<file path="config.mk">
export PLATFORM = sky130hd
export DESIGN_NAME = hlcf_flags
export DESIGN_NICKNAME = d
export VERILOG_FILES = /design/src/hlcf_pkg.sv /design/src/hlcf_flags.sv
export SDC_FILE = /design/constraint.sdc
export NUM_CORES = 1
export LEC_CHECK = 0
export ABC_AREA = 0
export CORE_ASPECT_RATIO = 0.9
export CORE_MARGIN = 2
export CORE_UTILIZATION = 35
export DETAILED_ROUTE_END_ITERATION = 7
export DONT_BUFFER_PORTS = 1
export GPL_TIMING_DRIVEN = 0
export PLACE_DENSITY = 0.55
export SLEW_MARGIN = 40
export SYNTH_ARGS = -nofsm -noshare
export SYNTH_HDL_FRONTEND = slang
export SYNTH_SLANG_ARGS = --single-unit
</file>
<file path="constraint.sdc">
create_clock -name ref_clk -period 1.78 [get_ports ref_clk]
set_input_delay 0.089 -clock ref_clk [delete_from_list [all_inputs] [get_ports ref_clk]]
set_output_delay 0.089 -clock ref_clk [all_outputs]
set_load 0.03 [all_outputs]
</file>
<file path="src/hlcf_pkg.sv">
/*
 * Constants and carrier types for the host controller control flags.
 * Assumes a 100 MHz ref_clk and a 12-bit link register address space.
 */
package hlcf_pkg;

    // ==========================================================
    // Register addresses
    localparam logic [11:0] OFS_SET     = 12'h050;
    localparam logic [11:0] OFS_CLR     = 12'h054;
    localparam logic [11:0] PHY_LO1     = 12'h0dc;
    localparam logic [11:0] PHY_HI1     = 12'h0f0;
    localparam logic [11:0] PHY_LO2     = 12'h100;
    localparam logic [11:0] PHY_HI2     = 12'h11c;

    // ==========================================================
    // Field positions
    localparam int BIT_DELAYED_ACK = 29;
    localparam int BIT_PERMISSION  = 23;
    localparam int BIT_ENHANCE     = 22;
    localparam int BIT_LPS         = 19;
    localparam int BIT_POSTED      = 18;
    localparam int BIT_LINK        = 17;
    localparam int BIT_SOFT        = 16;

    // ==========================================================
    // Reset values and masks
    localparam logic [31:0] FLAGS_RESET = 32'h0080_0000;
    localparam logic [31:0] SET_MASK    = 32'h204f_0000;
    localparam logic [31:0] CLR_MASK    = 32'h204e_0000;
    localparam logic [31:0] IMPL_MASK   = 32'h20cf_0000;
    localparam logic [31:0] ALL_ONES    = 32'hffff_ffff;
    localparam logic        PERM_RESET  = 1'h1;

    // ==========================================================
    // Timing
    localparam int CLK_PERIOD_NS = 10;
    localparam int SOFT_RST_NS   = 200;
    localparam int SOFT_RST_CYC  =
        (SOFT_RST_NS + CLK_PERIOD_NS - 1) / CLK_PERIOD_NS;

    // ==========================================================
    // Carriers
    typedef struct packed {
        logic        valid;
        logic        write;
        logic [11:0] addr;
        logic [31:0] wdata;
    } hlcf_req_s;

    typedef struct packed {
        logic        valid;
        logic        abort;
        logic [31:0] rdata;
    } hlcf_rsp_s;

    typedef struct packed {
        logic valid;
        logic own_async;
    } hlcf_rx_s;

endpackage
</file>
<file path="src/hlcf_flags.sv">
/*
 * Host controller control flag register with set/clear address pair,
 * delayed acknowledge, PHY-domain access guard and self-clearing soft reset.
 * Assumes host requests and received-packet notices arrive on ref_clk;
 * phy_clk_running is an asynchronous level from the PHY clock domain.
 */
module hlcf_flags
    import hlcf_pkg::*;
#(
    parameter int SOFT_CYC = SOFT_RST_CYC
) (
    input  wire logic      ref_clk,
    input  wire logic      rst,
    input  wire hlcf_req_s bus_req,
    output hlcf_rsp_s      bus_rsp,
    input  wire logic      abort_suppress,
    input  wire logic      phy_clk_running,
    input  wire logic      eeprom_valid,
    input  wire logic      eeprom_permission,
    input  wire hlcf_rx_s  rx_pkt,
    output logic           rx_accept,
    output logic           ack_tardy_send,
    output logic           ack_tardy_event,
    output logic           delayed_ack_enable,
    output logic           phy_enhance_permission,
    output logic           phy_enhance_enable,
    output logic           link_power_status,
    output logic           posted_write_enable_a,
    output logic           link_enable_b,
    output logic           soft_reset_c,
    output logic           fifo_flush
);

    // Soft reset counter is 8 bits wide
    if (SOFT_CYC < 1 || SOFT_CYC > 255) begin : g_soft_cyc_chk
        $error("SOFT_CYC out of range");
    end

    // ==========================================================
    // Decode
    logic [31:0] flags;
    logic        perm;
    logic        soft_busy;
    logic [7:0]  soft_cnt;
    logic        phy_run_m;
    logic        phy_run_s;
    logic        hit_set;
    logic        hit_clr;
    logic        phy_dom;
    logic        wr_ok;
    logic [31:0] rd_val;

    assign hit_set = bus_req.valid && bus_req.addr == OFS_SET;
    assign hit_clr = bus_req.valid && bus_req.addr == OFS_CLR;
    assign phy_dom = (bus_req.addr >= PHY_LO1 && bus_req.addr <= PHY_HI1)
                  || (bus_req.addr >= PHY_LO2 && bus_req.addr <= PHY_HI2);
    assign wr_ok   = bus_req.write && !soft_busy;
    // Reserved bits masked off; permission and busy merged in
    assign rd_val  = (flags & IMPL_MASK)
                   | ({31'h0000_0000, perm} << BIT_PERMISSION)
                   | ({31'h0000_0000, soft_busy} << BIT_SOFT);

    // ==========================================================
    // PHY clock presence synchroniser
    always_ff @(posedge ref_clk) begin
        if (rst) begin
            phy_run_m <= 1'b0;
            phy_run_s <= 1'b0;
        end else begin
            phy_run_m <= phy_clk_running;
            phy_run_s <= phy_run_m;
        end
    end

    // ==========================================================
    // Flag bits
    always_ff @(posedge ref_clk) begin
        if (rst) begin
            flags <= FLAGS_RESET & SET_MASK;
        end else if (soft_busy) begin
            flags <= FLAGS_RESET & SET_MASK;
        end else if (hit_set && wr_ok) begin
            flags <= flags | (bus_req.wdata & SET_MASK & ~(32'h1 << BIT_SOFT));
        end else if (hit_clr && wr_ok) begin
            flags <= flags & ~(bus_req.wdata & CLR_MASK);
        end
    end

    // Permission survives soft reset; only hard reset and the EEPROM load change it
    always_ff @(posedge ref_clk) begin
        if (rst) begin
            perm <= PERM_RESET;
        end else if (eeprom_valid) begin
            perm <= eeprom_permission;
        end
    end

    // ==========================================================
    // Soft reset sequencer
    always_ff @(posedge ref_clk) begin
        if (rst) begin
            soft_busy <= 1'b0;
            soft_cnt  <= 8'h00;
        end else if (soft_busy) begin
            soft_cnt <= soft_cnt - 8'h01;
            if (soft_cnt == 8'h01)
                soft_busy <= 1'b0;
        end else if (hit_set && bus_req.write && bus_req.wdata[BIT_SOFT]) begin
            soft_busy <= 1'b1;
            soft_cnt  <= 8'(SOFT_CYC);
        end
    end

    always_ff @(posedge ref_clk) begin
        if (rst)
            fifo_flush <= 1'b1;
        else
            fifo_flush <= soft_busy;
    end

    // ==========================================================
    // Host bus answer
    always_ff @(posedge ref_clk) begin
        if (rst) begin
            bus_rsp <= '0;
        end else begin
            bus_rsp <= '0;
            if (bus_req.valid) begin
                bus_rsp.valid <= 1'b1;
                if (hit_set || hit_clr) begin
                    bus_rsp.rdata <= bus_req.write ? 32'h0000_0000 : rd_val;
                end else if (phy_dom && !phy_run_s) begin
                    if (abort_suppress)
                        bus_rsp.rdata <= bus_req.write ? 32'h0000_0000
                                                       : ALL_ONES;
                    else
                        bus_rsp.abort <= 1'b1;
                end
            end
        end
    end

    // ==========================================================
    // Packet side
    always_ff @(posedge ref_clk) begin
        if (rst) begin
            rx_accept       <= 1'b0;
            ack_tardy_send  <= 1'b0;
            ack_tardy_event <= 1'b0;
        end else begin
            rx_accept       <= rx_pkt.valid && link_enable_b;
            ack_tardy_send  <= rx_pkt.valid && rx_pkt.own_async
                            && link_enable_b && delayed_ack_enable;
            ack_tardy_event <= rx_pkt.valid && rx_pkt.own_async
                            && link_enable_b && delayed_ack_enable;
        end
    end

    assign delayed_ack_enable     = flags[BIT_DELAYED_ACK];
    assign phy_enhance_permission = perm;
    assign phy_enhance_enable     = flags[BIT_ENHANCE];
    assign link_power_status      = flags[BIT_LPS];
    assign posted_write_enable_a  = flags[BIT_POSTED];
    assign link_enable_b          = flags[BIT_LINK];
    assign soft_reset_c           = soft_busy;

    logic last_flag_rd;
    always_ff @(posedge ref_clk) begin
        if (rst)
            last_flag_rd <= 1'b0;
        else
            last_flag_rd <= (hit_set || hit_clr) && !bus_req.write;
    end
endmodule

</file>
Yosys cells after proc, flatten, opt, wreduce, memory -nomap -nowiden
Cells that the tools add are included.

word-level totals
  flip-flop bits (word level) = 81
  bits of input ports = 54
  output and inout bits = 45
  logic and storage cells = 65

operators by class
  add/sub/neg operators = 1
  $lt $le $gt $ge = 4
  eq/ne operators = 3
  muxes and demuxes = 15
  bitwise operators = 7
  reductions and logical operators = 23

operators with widths
  cell                                                              count
  2-to-1 mux 32 bit                                                 5
  2-to-1 mux 34 bit                                                 1
  2-to-1 mux 33 bit                                                 1
  bitwise AND 32 bit                                                1
  inverter 30 -> 32 bit                                             1
  OR 32 x 30 -> 32 bit                                              1
  2-to-1 mux 30 bit                                                 1
  OR 30 x 17 -> 30 bit                                              1
  OR 30 x 24 -> 30 bit                                              1
  == test 12 x 7 -> 1 bit (second input constant)                   2
  2-to-1 mux 8 bit                                                  2
  logical AND 1 bit                                                 14
  >= comparator 12 x 8 -> 1 bit (second input constant)             1
  >= comparator 12 x 9 -> 1 bit (second input constant)             1
  less-or-equal comparator 12 x 8 -> 1 bit (second input constant)  1
  less-or-equal comparator 12 x 9 -> 1 bit (second input constant)  1
  == test 8 x 1 -> 1 bit (second input constant)                    1
  subtractor 8 x 1 -> 8 bit (second input constant)                 1
  2-to-1 mux 1 bit                                                  5
  nonzero test 2 bit                                                2
  OR reduction 2 bit                                                2
  OR reduction 4 bit                                                1
  zero test 1 bit                                                   2
  logical OR 1 bit                                                  2
  inverter 1 bit                                                    2

Depth between registers and ports, before layout
  word-level depth = 7
  gate-level depth with buffers = 6
  depth with buffers taken out = 6

Worst setup path before layout
Ideal clock, no wire load.

  path type = register to register
  from = reg soft_busy, in the netlist soft_reset_c
  to = reg (tool-made name)
  setup time = 0.123 ns
  arrival time = 1.411 ns
  data required time = 1.657 ns
  path slack = 0.246 ns
  cell stages (with the launch flop) = 6
  buffers on the path = 1
  clock period less this slack = 1.534 ns
  cells stage by stage = dfxtp_1 > and4bb_2 > nor4bb_1 > buf_2 > a21bo_2 > a21oi_1

RTL lines
  what                    line               text
  start, declared         hlcf_flags.sv:43   logic soft_busy;
  start signal, assigned  hlcf_flags.sv:102  soft_busy <= 1'b0;
  start signal, assigned  hlcf_flags.sv:107  soft_busy <= 1'b0;
  start signal, assigned  hlcf_flags.sv:109  soft_busy <= 1'b1;

==> impl_metrics.yaml <==
global_routing:
  gr-usage-all-layers_pct: 14.2
  grt_pass1_vias: 1158
  grt_antenna_before_repair: 0
  grt_max_degree: 26
  grt_pass1_wl_um: 5200
  gr-total-overflow: 0
die:
  core_mm2: 0.00413
  die-area_mm2: 0.00491
  die_w_um: 73.6
  start_util_pct: 37.0
  die_h_um: 66.7
  pin_count: 99
  rows: 22
setup_path:
  reg2reg_depth: 5
  r2r_start: "soft_reset_c"
  cp_slowest_stage_delay_ns: 0.40
  critPathBufInv: 1
  worstSetupPathType: "reg2reg"
  crit_slowest_cell: "dfxtp_2"
  end_kind: "flop"
  required_ns: 1.99
  worstPathArrival_ns: 1.88
  critical_path.top_delay_family: "simple AND/OR/NAND/NOR gates"
  cp_cell_sequence: "and4bb_2 -> nor4bb_1 -> buf_2 -> nand4b_1 -> a21oi_1"
  start_kind: "flop"
  crit_cells: 5
  r2r_slack_ns: 0.11
  critPathMaxFanout: 10
route:
  vias_per_cell: 5.29
  wire_per_inst_um: 15.3
  wl_met2_um: 1570
  drt_iter0_markers: 40
  wl_met1_um: 1470
  final_antenna_net_count: 0
  via_count: 1195
  maxUsedRoutingLayer: "met4"
  wl_met3_um: 377
  dr.pass1.iters: 4
  routed_wl_um: 3450
  drc: 0
cts:
  cts.path.max_buffers: 2
  ctsRootBufferMaster: "clkbuf_8"
  cts_made_buffers: 5
  clk_pin_slew_ns: 0.07
  clock-sinks: 30
  cts_tree: "yes"
  htree_levels: 2
  clk_latency_ns: 0.29
pwr:
  power_density_mw_per_mm2: 874
  p_total_uw: 1620
  ir_drop_mv: 0.522
  p_leak_uw: 0.000723
timing:
  finalWorstSetupSlack_ns: 0.114
  worst_clock_skew_ns: 0.00680
  worst_pin_slew_ns: 0.515
  setup_viol: 0
  drv_slew: 0
  relSlewSlack_pct: 65.7
  min_period_ns: 1.67
  finalCritPeriodShare_pct: 93.6
  rsz0062_at_grt: "false"
  setup-tns-final_ns: 0
  fmax_mhz: 600
  hold_violations: 0
place:
  placed_area_mm2: 0.00159
  dpl.hpwl_um: 2480
  pre_cts_slack_ns: -0.0164
  dp.cells: 206
  gp_congestion: 0.759
  port_buffers: 0
finish:
  layout_commonest_cell: "dfxtp_1"
  diodes: 0
  area_delta_synth_final_pct: 21.7
  nFillCells: 401
  drive_above_1_share_pct: 33.7
  most-common-layout-cells: "28 x dfxtp_1, 25 x buf_4, 15 x a21oi_1"
  final_cell_area_mm2: 0.00186
  finalNonFillerCells: 226
  nets: 233
logic_synthesis:
  yosysWarnings: 0
  async_reset_ff_share_pct: 0
  synth.avg_cell_area_um2: 9.67
  synth.distinct_cells: 46
  syn_area_mm2: 0.00153
  synth_nets: 214
  synth-seq-cells: 30
  synth_flop_cell: "dfxtp_1"
  synth_edf_count: 0
  synthTopCellsByArea: "dfxtp_1 39%, buf_4 12%, a21oi_1 4.9%, a21bo_2 3.3%, nand2_1 3.2%"
  synth_top_area_share_pct: 39.3
  netlist_instances: 158
  yosys.area.top_type: "dfxtp_1"
  ys_seq_area_share_pct: 39.3
run:
  maxCapViolations: 0
hold_path:
  min_path_cells: 1
  hp-start: "bus_req[45]"
  hold_class: "in2reg"
  hold_end: "bus_rsp[33]"
outcome:
  outcome: "completed"
## per-layer routing
layer | up-vias | track usage [%]
met5 | - | 0
met2 | 68 | 22.9
met4 | 0 | 6.59
li1 | 568 | -
met1 | 554 | 16.1
met3 | 5 | 6.05
## per-stage QoR
stage	hold slack [ns]	utilization [%]
global placement	0.210	38.5
floorplan	0.180	-
finish	0.0141	45.0
global route	0.0221	45.0
detailed placement	0.217	38.5
CTS	0.0178	45.0
## how the worst max path moves through the flow
stage                     slack [ns]    startpoint           to
after floorplan                 0.25  soft_reset_c         flop
after global placement          0.04  soft_reset_c  soft_cnt[5]
after detailed placement       -0.02  soft_reset_c  soft_cnt[5]
after CTS                       0.02  soft_reset_c         flop
after global routing           0.001  soft_reset_c         flop
final                           0.11  soft_reset_c         flop
## timing repair
item                       CTS  global route
pin swaps                    0             0
hold endpoints to repair    10             0
setup buffers                0             0
hold buffers                12             0
setup endpoints to repair    1             5
gates resized for setup      1             1
## synthesized netlist by cell type (all sizes together) (2+ instances only)
cell type and count:
nand2 13, ha 2, inv 4, dfxtp 30
a211o 2, and4bb 2, nand4b 5, a21bo 5
nand3 2, a21o 2, nor4 3, nand2b 2
nor4bb 2, a21oi 15, buf 30, a311oi 2
nor2b 4, nor2 8, xor2 4, nor3b 3
and3 2
## cells by family after synthesis
logic type / after synthesis / share of synthesized area (%)
AOI/OAI and AO/OA: 32 / 15.5
xor gates and xnor gates: 5 / 2.87
adders and majority gates: 2 / 1.64
buffers and inverters: 35 / 15.9
DFF: 30 / 39.3
and+or+nand+nor: 54 / 24.8
## power by group
group / switching (uW) / internal, uW
Sequential: 12.0 / 678
Combinational: 30.5 / 43.6
Clock: 264 / 597
Total: 306 / 1320
## final cells by class
cell class                      count  area (um2)  area share, %
Clock inverter                      2        60.1           3.23
Multi-Input combinational cell     93         691           37.1
Sequential cell                    30         603           32.4
Buffer                             31         228           12.2
Timing Repair Buffer               12         120           6.46
Clock buffer                        6        82.6           4.44
Inverter                            4        15.0          0.808
Tap cell                           48        60.1           3.23
(Power assumes the default switching activity.)
